**config.mk**
```make
export PLATFORM = sky130hd
export DESIGN_NAME = power_mode_reset_sequencer
export DESIGN_NICKNAME = d
export VERILOG_FILES = /design/src/hdl/pmrs_pkg.sv /design/src/hdl/power_mode_reset_sequencer.sv /design/src/hdl/reset_stretch.sv
export SDC_FILE = /design/constraint.sdc
export NUM_CORES = 1
export LEC_CHECK = 0
export ABC_AREA = 1
export BUFFER_PORTS_ARGS = -buffer_cell sky130_fd_sc_hd__buf_4
export CORE_MARGIN = 5
export CORE_UTILIZATION = 60
export CTS_CLUSTER_DIAMETER = 30
export DETAILED_ROUTE_END_ITERATION = 7
export PLACE_DENSITY = 0.86
export SLEW_MARGIN = 15
export SYNTH_ARGS = -nofsm -noshare
export SYNTH_HDL_FRONTEND = slang
export SYNTH_SLANG_ARGS = --single-unit
```
**constraint.sdc**
```tcl
create_clock -name clk_in -period 3.88 [get_ports clk_in]
set_input_delay 0.388 -clock clk_in [delete_from_list [all_inputs] [get_ports clk_in]]
set_output_delay 0.388 -clock clk_in [all_outputs]
set_load 0.05 [all_outputs]
```
**src/hdl/pmrs_pkg.sv**
```systemverilog
// How it works
// - run mode keeps core, memory and peripheral clock enables all on
// - wait instruction stops core and memory clocks, peripherals keep running
// - wait returns to run on any interrupt, debug entry or reset
// - stop instruction keeps master clock but stops system clock generation unless a stop-disable bit is set
// - stop returns to run on stop-capable irq, low voltage, debug or reset
// - a set stop-disable bit keeps that peripheral clocked during stop
// - power-down stops every clock; only external or power-on reset recovers
// - wait and stop may be entered while in standby
// - standby runs the system clock at the reduced standby rate
// - watchdog tick is oscillator clock divided by 1024
// - peripherals run at system rate; high-speed option for pwm, timers, i2c
// - five reset sources: pin, power-on, software, watchdog timeout, lost reference
// - jtag reset comes from power-on reset only
// - extended power-on reset releases 64 oscillator ticks after raw release
// - clock generator reset releases 32 oscillator ticks after all sources
// - peripheral reset releases 32 system ticks after clock generator reset
// - core reset releases 32 system ticks after peripheral reset
// - power-on delay counters count oscillator ticks
// - software and watchdog reset logic held three oscillator ticks longer
// - peripheral and core resets release on the system clock edge tick
`default_nettype none
package pmrs_pkg;
    localparam int CLK_HZ = 40_000_000;
    localparam int OSC_HZ = 8_000_000;
    localparam int OSC_STBY_HZ = 200_000;
    localparam int SYS_RUN_HZ = 20_000_000;
    localparam int SYS_STBY_HZ = 200_000;
    localparam logic [7:0] OSC_CYC = 8'(CLK_HZ / OSC_HZ);
    localparam logic [7:0] OSC_STBY_CYC = 8'(CLK_HZ / OSC_STBY_HZ);
    localparam logic [7:0] SYS_RUN_CYC = 8'(CLK_HZ / SYS_RUN_HZ);
    localparam logic [7:0] SYS_STBY_CYC = 8'(CLK_HZ / SYS_STBY_HZ);
    localparam logic [9:0] WDOG_DIV_LAST = 10'h3FF;
    localparam logic [6:0] POR_EXT_TICKS = 7'd64;
    localparam logic [6:0] CLKGEN_TICKS = 7'd32;
    localparam logic [6:0] PERIP_TICKS = 7'd32;
    localparam logic [6:0] CORE_TICKS = 7'd32;
    localparam logic [6:0] SWDOG_TICKS = 7'd3;
    localparam int N_PERIPH = 8;
    localparam logic [11:0] CTRL_OFF = 12'h000;
    localparam logic [11:0] CLKCFG_OFF = 12'h004;
    localparam logic [11:0] STOPDIS_OFF = 12'h008;
    localparam logic [11:0] STATUS_OFF = 12'h00C;
    localparam int CTRL_SWRST_BIT = 0;
    localparam int CTRL_HSEN_BIT = 1;
    localparam int CFG_SRC_BIT = 0;
    localparam int CFG_PLL_POWER_DOWN_BIT = 1;
    localparam int CFG_OSCSB_BIT = 2;
    localparam int CFG_LRSB_BIT = 3;
    localparam int CFG_OSCPD_BIT = 4;
    localparam logic [4:0] CLKCFG_RESET = 5'h00;
    localparam logic [7:0] STOPDIS_RESET = 8'h00;

    typedef enum logic [1:0]
    {
        MODE_RUN = 2'b00,
        MODE_WAIT = 2'b01,
        MODE_STOP = 2'b10
    } power_mode_t;

    typedef struct packed
    {
        logic psel;
        logic penable;
        logic pwrite;
        logic [11:0] paddr;
        logic [31:0] pwdata;
    } apb_req_t;
endpackage
`default_nettype wire

```
**src/hdl/power_mode_reset_sequencer.sv**
```systemverilog
`default_nettype none
module power_mode_reset_sequencer (
    input wire logic clk_in,
    input wire logic rst_b_in,
    input wire logic ext_rst_b_in,
    input wire pmrs_pkg::apb_req_t apb_req_in,
    output logic [31:0] prdata_out,
    output logic pready_out,
    output logic pslverr_out,
    input wire logic wait_instr_in,
    input wire logic stop_instr_in,
    input wire logic irq_in,
    input wire logic stop_irq_in,
    input wire logic low_voltage_irq_in,
    input wire logic debug_entry_in,
    input wire logic watchdog_timeout_reset_in,
    input wire logic watchdog_lost_reference_reset_in,
    output logic jtag_reset_out,
    output logic clock_gen_reset_out,
    output logic peripheral_reset_out,
    output logic core_reset_out,
    output logic swdog_reset_out,
    output logic master_clk_en_out,
    output logic core_mem_clk_en_out,
    output logic [pmrs_pkg::N_PERIPH-1:0] periph_clk_en_out,
    output logic hs_clk_en_out,
    output logic sys_tick_out,
    output logic osc_tick_out,
    output logic watchdog_tick_out
);
    import pmrs_pkg::*;

    function automatic logic reg_hit(input logic [11:0] addr, input logic [11:0] off);
        reg_hit = (addr[11:2] == off[11:2]);
    endfunction

    logic por_s1_q, por_s2_q, ext_s1_q, ext_s2_q;
    logic ext_por_busy, swdog_busy;
    logic sw_req_q, wdog_req_q;
    logic [7:0] osc_cnt_q, sys_cnt_q;
    logic [9:0] wdog_cnt_q;
    logic [4:0] clkcfg_q;
    logic [7:0] stopdis_q;
    logic hs_en_q;
    power_mode_t mode_q, mode_d;
    logic [N_PERIPH-1:0] periph_en_d;
    wire wr_ctrl, wr_cfg, wr_sd;

    // pin and power-on resets assert asynchronously, release through two flops
    wire comb_async_b = rst_b_in & ext_rst_b_in;
    wire comb_hold = ext_por_busy | ~ext_s2_q | sw_req_q | wdog_req_q;

    always_ff @(posedge clk_in or negedge rst_b_in)
    begin
        if (!rst_b_in)
        begin
            por_s1_q <= 1'b0;
            por_s2_q <= 1'b0;
            ext_s1_q <= 1'b0;
            ext_s2_q <= 1'b0;
            jtag_reset_out <= 1'b1;
        end
        else
        begin
            por_s1_q <= 1'b1;
            por_s2_q <= por_s1_q;
            ext_s1_q <= ext_rst_b_in;
            ext_s2_q <= ext_s1_q;
            jtag_reset_out <= ~por_s2_q;
        end
    end

    // configuration decode
    wire relax_src = clkcfg_q[CFG_SRC_BIT];
    wire pll_down = clkcfg_q[CFG_PLL_POWER_DOWN_BIT];
    wire osc_slow = clkcfg_q[CFG_OSCSB_BIT];
    wire lreg_sb = clkcfg_q[CFG_LRSB_BIT];
    wire standby = relax_src & pll_down & osc_slow & lreg_sb;
    wire power_down = standby & clkcfg_q[CFG_OSCPD_BIT];
    wire pll_sel = ~relax_src & ~pll_down;

    // oscillator tick: stops outright when the oscillator is powered down
    wire [7:0] osc_last = osc_slow ? OSC_STBY_CYC - 8'd1 : OSC_CYC - 8'd1;
    wire osc_wrap = (osc_cnt_q >= osc_last);
    always_ff @(posedge clk_in or negedge rst_b_in)
    begin
        if (!rst_b_in)
        begin
            osc_cnt_q <= 8'h00;
            osc_tick_out <= 1'b0;
        end
        else
        begin
            osc_cnt_q <= (osc_wrap || power_down) ? 8'h00 : osc_cnt_q + 8'd1;
            osc_tick_out <= osc_wrap & ~power_down;
        end
    end

    // watchdog time base is independent of the system clock rate
    always_ff @(posedge clk_in or negedge rst_b_in)
    begin
        if (!rst_b_in)
        begin
            wdog_cnt_q <= 10'h000;
            watchdog_tick_out <= 1'b0;
        end
        else
        begin
            if (osc_tick_out)
                wdog_cnt_q <= wdog_cnt_q + 10'd1;
            watchdog_tick_out <= osc_tick_out && (wdog_cnt_q == WDOG_DIV_LAST);
        end
    end

    // reset extenders; every stage before the system clock counts oscillator ticks
    reset_stretch #(.LIMIT(POR_EXT_TICKS)) u_por_ext (
        .clk_in(clk_in),
        .rst_b_in(rst_b_in),
        .hold_in(~por_s2_q),
        .tick_in(osc_tick_out),
        .busy_out(ext_por_busy)
    );
    reset_stretch #(.LIMIT(SWDOG_TICKS)) u_swdog (
        .clk_in(clk_in),
        .rst_b_in(comb_async_b),
        .hold_in(comb_hold),
        .tick_in(osc_tick_out),
        .busy_out(swdog_busy)
    );
    reset_stretch #(.LIMIT(CLKGEN_TICKS)) u_clkgen (
        .clk_in(clk_in),
        .rst_b_in(comb_async_b),
        .hold_in(comb_hold),
        .tick_in(osc_tick_out),
        .busy_out(clock_gen_reset_out)
    );
    reset_stretch #(.LIMIT(PERIP_TICKS)) u_perip (
        .clk_in(clk_in),
        .rst_b_in(comb_async_b),
        .hold_in(clock_gen_reset_out | comb_hold),
        .tick_in(sys_tick_out),
        .busy_out(peripheral_reset_out)
    );
    reset_stretch #(.LIMIT(CORE_TICKS)) u_core (
        .clk_in(clk_in),
        .rst_b_in(comb_async_b),
        .hold_in(peripheral_reset_out | comb_hold),
        .tick_in(sys_tick_out),
        .busy_out(core_reset_out)
    );
    assign swdog_reset_out = swdog_busy;

    // synchronous reset requests; ignored in power-down where only pins recover
    always_ff @(posedge clk_in or negedge comb_async_b)
    begin
        if (!comb_async_b)
        begin
            sw_req_q <= 1'b0;
            wdog_req_q <= 1'b0;
        end
        else if (swdog_busy)
        begin
            sw_req_q <= 1'b0;
            wdog_req_q <= 1'b0;
        end
        else
        begin
            if (wr_ctrl && apb_req_in.pwdata[CTRL_SWRST_BIT] && !power_down)
                sw_req_q <= 1'b1;
            if ((watchdog_timeout_reset_in || watchdog_lost_reference_reset_in) && !power_down)
                wdog_req_q <= 1'b1;
        end
    end

    // system tick: reduced in standby, halted in stop unless a peripheral needs it
    wire sys_run = ~clock_gen_reset_out & ~power_down & ((mode_q != MODE_STOP) | (|stopdis_q));
    wire [7:0] sys_last = standby ? SYS_STBY_CYC - 8'd1 : SYS_RUN_CYC - 8'd1;
    wire sys_wrap = (sys_cnt_q >= sys_last);
    always_ff @(posedge clk_in or negedge comb_async_b)
    begin
        if (!comb_async_b)
        begin
            sys_cnt_q <= 8'h00;
            sys_tick_out <= 1'b0;
        end
        else
        begin
            sys_cnt_q <= (sys_wrap || !sys_run) ? 8'h00 : sys_cnt_q + 8'd1;
            sys_tick_out <= sys_wrap & sys_run;
        end
    end

    // power mode sequencing; standby is orthogonal so wait and stop nest inside it
    always_comb
    begin
        mode_d = mode_q;
        unique case (mode_q)
            MODE_RUN:
            begin
                if (wait_instr_in)
                    mode_d = MODE_WAIT;
                else if (stop_instr_in)
                    mode_d = MODE_STOP;
            end
            MODE_WAIT:
            begin
                if (irq_in || stop_irq_in || low_voltage_irq_in || debug_entry_in)
                    mode_d = MODE_RUN;
            end
            MODE_STOP:
            begin
                if (stop_irq_in || low_voltage_irq_in || debug_entry_in)
                    mode_d = MODE_RUN;
            end
            default:
                mode_d = MODE_RUN;
        endcase
    end

    // any reset drops the mode straight back to run
    always_ff @(posedge clk_in or negedge comb_async_b)
    begin
        if (!comb_async_b)
            mode_q <= MODE_RUN;
        else if (peripheral_reset_out)
            mode_q <= MODE_RUN;
        else
            mode_q <= mode_d;
    end

    // per-peripheral gating, stop-disable bits override stop
    generate
        for (genvar i = 0; i < N_PERIPH; i++)
        begin : g_periph
            assign periph_en_d[i] = ~power_down & ((mode_q != MODE_STOP) | stopdis_q[i]);
        end
    endgenerate

    // clock enables are registered so outputs never glitch
    always_ff @(posedge clk_in or negedge comb_async_b)
    begin
        if (!comb_async_b)
        begin
            master_clk_en_out <= 1'b1;
            core_mem_clk_en_out <= 1'b1;
            periph_clk_en_out <= '1;
            hs_clk_en_out <= 1'b0;
        end
        else
        begin
            master_clk_en_out <= ~power_down;
            core_mem_clk_en_out <= (mode_q == MODE_RUN) & ~power_down;
            periph_clk_en_out <= periph_en_d;
            hs_clk_en_out <= hs_en_q & pll_sel & ~standby & (mode_q != MODE_STOP);
        end
    end

    // apb slave: no wait states, unmapped addresses answer with pslverr
    wire setup = apb_req_in.psel & ~apb_req_in.penable;
    wire access = apb_req_in.psel & apb_req_in.penable & pready_out;
    wire hit_ctrl = reg_hit(apb_req_in.paddr, CTRL_OFF);
    wire hit_cfg = reg_hit(apb_req_in.paddr, CLKCFG_OFF);
    wire hit_sd = reg_hit(apb_req_in.paddr, STOPDIS_OFF);
    wire hit_stat = reg_hit(apb_req_in.paddr, STATUS_OFF);
    wire hit_any = hit_ctrl | hit_cfg | hit_sd | hit_stat;
    assign wr_ctrl = access & apb_req_in.pwrite & hit_ctrl;
    assign wr_cfg = access & apb_req_in.pwrite & hit_cfg;
    assign wr_sd = access & apb_req_in.pwrite & hit_sd;
    wire [31:0] status_w = {24'h000000, swdog_busy, core_reset_out, peripheral_reset_out,
                            clock_gen_reset_out, power_down, standby, mode_q};
    wire [31:0] rdata_w = hit_ctrl ? {30'h00000000, hs_en_q, 1'b0} :
                          hit_cfg ? {27'h0000000, clkcfg_q} :
                          hit_sd ? {24'h000000, stopdis_q} :
                          hit_stat ? status_w : 32'h00000000;

    always_ff @(posedge clk_in or negedge comb_async_b)
    begin
        if (!comb_async_b)
        begin
            pready_out <= 1'b0;
            prdata_out <= 32'h00000000;
            pslverr_out <= 1'b0;
        end
        else
        begin
            pready_out <= setup;
            prdata_out <= setup ? rdata_w : 32'h00000000;
            pslverr_out <= setup & ~hit_any;
        end
    end

    // software-owned controls; the entry and exit order of standby is software's job
    always_ff @(posedge clk_in or negedge comb_async_b)
    begin
        if (!comb_async_b)
        begin
            clkcfg_q <= CLKCFG_RESET;
            stopdis_q <= STOPDIS_RESET;
            hs_en_q <= 1'b0;
        end
        else
        begin
            if (wr_cfg)
                clkcfg_q <= apb_req_in.pwdata[4:0];
            if (wr_sd)
                stopdis_q <= apb_req_in.pwdata[7:0];
            if (wr_ctrl)
                hs_en_q <= apb_req_in.pwdata[CTRL_HSEN_BIT];
        end
    end
endmodule
`default_nettype wire

```
**src/hdl/reset_stretch.sv**
```systemverilog
`default_nettype none
module reset_stretch #(
    parameter logic [6:0] LIMIT = 7'd32
) (
    input wire logic clk_in,
    input wire logic rst_b_in,
    input wire logic hold_in,
    input wire logic tick_in,
    output logic busy_out
);
    logic [6:0] cnt_q;

    // assertion is immediate, release waits LIMIT ticks after hold drops
    always_ff @(posedge clk_in or negedge rst_b_in)
    begin
        if (!rst_b_in)
        begin
            busy_out <= 1'b1;
            cnt_q <= 7'h00;
        end
        else if (hold_in)
        begin
            busy_out <= 1'b1;
            cnt_q <= 7'h00;
        end
        else if (busy_out && tick_in)
        begin
            if (cnt_q == LIMIT - 7'd1)
                busy_out <= 1'b0;
            cnt_q <= cnt_q + 7'd1;
        end
    end
endmodule
`default_nettype wire

```
==> results.toml, run 1 <==
[finish]
n_antenna_cell = 0
layout_common_cells = "nand2_1 (114), dfrtp_1 (97), inv_1 (79), nor2_1 (72), buf_4 (62)"
layout-drive-gt1-share = 0.176
final_nets = 797
final_common_cell = "nand2_1"
syn_to_final_growth_pct = 17.5

[worst_setup_path]
cp_max_fo = 8
startpoint_type = "register"
cp.arrival_ps = 2500
cp_data_required_time_ps = 4310
cp_slowest_cell = "dfrtp_1"
end_kind = "register"
cp_slowest_stage_delay_ps = 430
critPathKind = "register to register"
crit_chain = "nand2_1, nor2_4, inv_1, ha_1, a21oi_1, o21ai_0, a21oi_1, nand2_1, nor2_1"

[grt]
grt_util_met3 = 0.0572
grt_pass1_vias = 4641
grt_use_met2 = 0.421
grtUsageMet1 = 0.276
grt_util_all_layers = 0.233
grt_pass1_wl_um = 21300
grt.busiest_layer = "met2"
grt.overflow.total = 0
grt_max_degree = 43
antenna_found_initial = 0

[die]
core_area_um2 = 9200
num_io_pins = 111
initial_core_util = 0.612
die_h_um = 107
fp-row-count = 35
die_w_um = 107
die_area_um2 = 11400

[logic_synthesis]
synth_top_cell_area_share = 0.431
avgSynthCellArea_um2 = 8.67
syn_area_um2 = 5630
synth-seq-cells = 113
yosysTopAreaCell = "dfrtp_1"
syn_inst = 649
synthAdderAreaFrac = 0.0378
muxShareOfSynthArea = 0
synthArstFlopShare = 1.00
synth_compound_area_frac = 0.0769
ys.flop_type = "dfrtp_1"
synth_top_family_by_area = "simple AND/OR/NAND/NOR gates"
synth_simple_gate_area_share = 0.243
synth-xor-area-share = 0.0342
ys_warn_count = 0
synth_area_leaders = "dfrtp_1 (43%), nand2_1 (7.6%), dfstp_2 (7.5%)"
synth_edf_count = 0
synth.distinct_cells = 37
ys_seq_area_frac = 0.506

[placement]
gp_congestion = 0.897
portBuffers = 60
dp_hpwl_um = 8650
dp_slack_ps = 1670

[timing]
rsz0062_at_grt = "false"
hold_viol = 0
fin_crit_ps = 2060
worst_pin_slew_ps = 869
period_share = 0.532
maxSlewHeadroom = 0.420
tns_ps = 0
finalMaxSlewViolations = 0
fmax_ghz = 0.485
skew_ps = 6.60
setup_viol = 0
setup_ws_ps = 1820

[routing]
finalWirelength_um = 12400
drc = 0
drtPass1Iterations = 5
wl_per_cell_um = 14.7
num_vias = 4575
initialDrtViolationCount = 208
viasPerCell = 5.41
ant_nets = 0

[clock_tree]
cts-root-buf = "clkbuf_8"
cts_max_path_buffers = 2
clock_latency_ps = 510
cts_sinks = 113
post_cts_buffers = 0
htreeDepth = 4
numCtsBuffers = 17
cts_tree = "built"
clkTransAtPathRegs_ps = 60

[power]
vdd_drop_max_mv = 0.287
cellLeakagePower_uw = 0.00314
p_per_area_nw_per_um2 = 407

[flow_run]
cap_violations = 0

[outcome]
status = "finished clean"

[worst_hold_path]
hold_path.class = "input pin to register"
-- synthesized netlist by cell type, types with 15 or more instances --
master	n
a21oi_1	39
buf_4	26
dfrtp_1	97
dfstp_2	16
ha_1	17
inv_1	80
nand2_1	114
nand3_1	52
nor2_1	72
nor3_1	15
o21ai_0	22
xor2_1	18
-- where the power goes --
group / internal, uW / switching, uW / total [uW]
Combinational: 29.5 / 102 / 132
Sequential: 1190 / 2.66 / 1190
Clock: 855 / 518 / 1370
-- metal layers --
metal  vias up  wire (um)
li1       2200          -
met1      2195       4960
met2       158       6580
met3        22        699
met4         0        202
met5         -          0
-- logic make-up after synthesis --
logic type	Yosys count
flops	113
xor+xnor	22
simple gates	297
compound gates	83
buf+inv	115
other cells	2
fa+ha+maj	17
-- cell type report --
cell class / instances / area, um^2
clock buffers: 21 / 439
clock inverters: 11 / 90.1
fillers: 635 / 2580
inverters: 82 / 309
multi-input cells: 444 / 2300
flip-flops and latches: 113 / 2850
well taps: 111 / 139
repair buffers: 64 / 485
-- registers in the layout (all words and copies together) (netlist names), 2 cells and up --
signal	cells
wdog_cnt_q	10
osc_cnt_q	8
periph_clk_en_out	8
prdata_out	8
stopdis_q	8
sys_cnt_q	8
u_clkgen.cnt_q	7
u_core.cnt_q	7
u_perip.cnt_q	7
u_por_ext.cnt_q	7
u_swdog.cnt_q	7
clkcfg_q	5
mode_q	2
-- worst paths after layout --
check / start / to / slack [ps] / cells past startpoint
worst max-delay path: clkcfg_q[1] / sys_cnt_q[0] / 1820 / 9
worst min-delay path: apb_req_in[45] / pready_out / 80 / 2
worst max register to register: clkcfg_q[1] / sys_cnt_q[0] / 1820 / 9
worst min register to register: ext_s1_q / ext_s2_q / 350 / 0
max in group asynchronous: rst_b_in / periph_clk_en_out[4] / 2410 / 5
min in group asynchronous: ext_rst_b_in / sw_req_q / 360 / 4
-- timing repair --
item,CTS,global route
endpoints found under the hold margin,36,0
gates resized for setup,0,0
hold buffers,2,0
-- through the flow --
stage | power [uW] | util | area, um^2 | instances | hold slack, ps
2_1_floorplan | 1310 | - | 5710 | 672 | 92.4
3_3_place_gp | 1330 | 0.659 | 6060 | 812 | 316
3_5_place_dp | 1340 | 0.659 | 6060 | 812 | 329
4_1_cts | 2710 | 0.719 | 6610 | 846 | 72.4
5_1_grt | 2780 | 0.719 | 6610 | 846 | 95.8
6_report | 2690 | 0.719 | 6610 | 846 | 84.0
-- worst max-delay path, delay by kind of cell (launching register included) --
kind,cells,cell delay (ps)
AND/OR/NAND/NOR,4,700
AO/OA/AOI/OAI,3,450
flip-flops,1,430
adder cells (fa/ha/maj),1,290
buffers and inverters,1,130
Note: power is estimated with default switching activity, not from simulation.
==> inputs of run 2 (changes only) <==
--- a/config.mk
+++ b/config.mk
@@ -8,10 +8,10 @@
 export ABC_AREA = 1
 export BUFFER_PORTS_ARGS = -buffer_cell sky130_fd_sc_hd__buf_4
 export CORE_MARGIN = 5
-export CORE_UTILIZATION = 60
+export CORE_UTILIZATION = 50
 export CTS_CLUSTER_DIAMETER = 30
 export DETAILED_ROUTE_END_ITERATION = 7
-export PLACE_DENSITY = 0.86
+export PLACE_DENSITY = 0.76
 export SLEW_MARGIN = 15
 export SYNTH_ARGS = -nofsm -noshare
 export SYNTH_HDL_FRONTEND = slang
==> constraint.sdc (replaced) <==
create_clock -name clk_in -period 1.7 [get_ports clk_in]
set_input_delay 0.17 -clock clk_in [delete_from_list [all_inputs] [get_ports clk_in]]
set_output_delay 0.17 -clock clk_in [all_outputs]
set_load 0.05 [all_outputs]
==> results.toml, run 2 (synthesis results as in run 1) <==
[outcome]
status = "finished clean"

[timing]
fmax_ghz = 0.591
setup_ws_ps = 9.38
finalMaxSlewViolations = 0
setup_viol = 0
fin_crit_ps = 1690
hold_viol = 0
maxSlewHeadroom = 0.658
worst_pin_slew_ps = 512
skew_ps = 5.91
period_share = 0.994
rsz0062_at_grt = "true"

[routing]
finalWirelength_um = 12600
initialDrtViolationCount = 285
num_vias = 4587
wl_per_cell_um = 14.1
ant_nets = 0
drc = 0
drtPass1Iterations = 5
viasPerCell = 5.12

[die]
core_area_um2 = 10900
die_area_um2 = 13500
fp-row-count = 38
initial_core_util = 0.515
die_h_um = 116
die_w_um = 116
num_io_pins = 111

[finish]
instances_no_fill = 896
largest-register = "wdog_cnt_q"
layout-drive-gt1-share = 0.218
nFillCells = 837
syn_to_final_growth_pct = 25.8
final_nets = 818
multi_input_area_um2 = 2380
n_antenna_cell = 0
largest_register_ffs = 10
final_common_cell = "nand2_1"
seq_area_um2 = 2850
layout_common_cells = "nand2_1 (112), dfrtp_1 (97), inv_1 (78), buf_4 (78), nor2_1 (67)"

[power]
vdd_drop_max_mv = 0.993
cellLeakagePower_uw = 0.00334
p_per_area_nw_per_um2 = 1010

[placement]
portBuffers = 60
dp_slack_ps = -27.8
dp_cells = 858
gp_congestion = 0.881
dp_hpwl_um = 8800

[clock_tree]
cts_max_path_buffers = 2
clkTransAtPathRegs_ps = 50
clock_latency_ps = 410
numCtsBuffers = 17
htreeDepth = 4
cts_tree = "built"
cts-root-buf = "clkbuf_16"
cts_sinks = 113

[worst_setup_path]
cp_slowest_stage_delay_ps = 410
startpoint_type = "register"
crit_chain = "inv_1, ha_1, a21oi_1, o21ai_0, nand2_1, nand4_1, buf_6, nor2_1"
crit_family = "flip-flops"
end_kind = "register"
critPathKind = "register to register"
cp.arrival_ps = 2010
cp_data_required_time_ps = 2020
cp_slowest_cell = "dfrtp_1"
cp_max_fo = 8
crit_buf_inv = 2

[grt]
antenna_found_initial = 0
grt_util_all_layers = 0.195
grt_pass1_vias = 4598
grt_max_degree = 37
grt_pass1_wl_um = 20700
grt.overflow.total = 0

[flow_run]
cap_violations = 0

[worst_hold_path]
hold_path.class = "input pin to register"
-- run 2: cell count changes in the layout (fill, tap and decap cells not counted), moves of 3 or more --
cell	before	now
nor3_1	15	12
buf_4	62	78
nor2_2	4	9
bufinv_16	1	7
clkinvlp_4	4	1
nor2_1	72	67
nor3_2	0	3
-- run 2: power breakdown --
part / switching (uW) / internal, uW / total (uW)
registers: 5.87 / 2710 / 2710
clock network: 1200 / 2920 / 4120
logic: 236 / 78.7 / 315
total: 1440 / 5700 / 7140
-- run 2: path summary, 6_finish.rpt --
path,from,slack [ps],to,depth (start not counted)
worst max-delay path,clkcfg_q[2],9,osc_cnt_q[4],8
worst min-delay path,apb_req_in[3],30,stopdis_q[3],3
worst max register to register,clkcfg_q[2],9,osc_cnt_q[4],8
worst min register to register,por_s1_q,350,por_s2_q,0
max in group asynchronous,rst_b_in,690,periph_clk_en_out[4],5
min in group asynchronous,rst_b_in,340,wdog_cnt_q[1],3
-- run 2: worst register-to-register path, cell delays in order, from the launching register on --
cell	delay [ps]
dfrtp_1	410
inv_1	160
ha_1	270
a21oi_1	180
o21ai_0	100
nand2_1	90
nand4_1	110
buf_6	160
nor2_1	130
-- run 2: per-layer routing --
layer | up-vias | track usage | share of wire
met2 | 128 | 0.335 | 0.51
met5 | - | 0 | 0
met4 | 0 | 0.0727 | 0.017
met3 | 21 | 0.0554 | 0.058
li1 | 2239 | - | -
met1 | 2199 | 0.233 | 0.41
-- run 2: through the flow --
stage	cell area (um^2)	hold WS [ps]	setup TNS, ps	power, uW	utilization
after detailed placement	6250	233	-143	3060	0.572
after global placement	6250	223	0	3060	0.572
after floorplan	5720	-126	0	3000	-
after CTS	6980	23.6	0	7200	0.638
final	7080	33.0	0	7140	0.647
after global routing	7080	42.5	-763	7350	0.647
-- run 2: cell type report --
class | count | area share
multi-input combinational | 444 | 0.337
clock buffer | 20 | 0.0631
timing repair buffer | 85 | 0.0956
sequential | 113 | 0.402
tap | 140 | 0.0247
clock inverter | 12 | 0.0332
inverter | 82 | 0.0445
-- run 2: repair_timing --
item                                    4_1_cts  5_1_grt
hold endpoints to repair                     50        0
pin swaps                                     1        8
hold buffers                                  4        0
setup buffers                                 0        2
gates resized for setup                       2       20
endpoints found under the setup margin        8       17
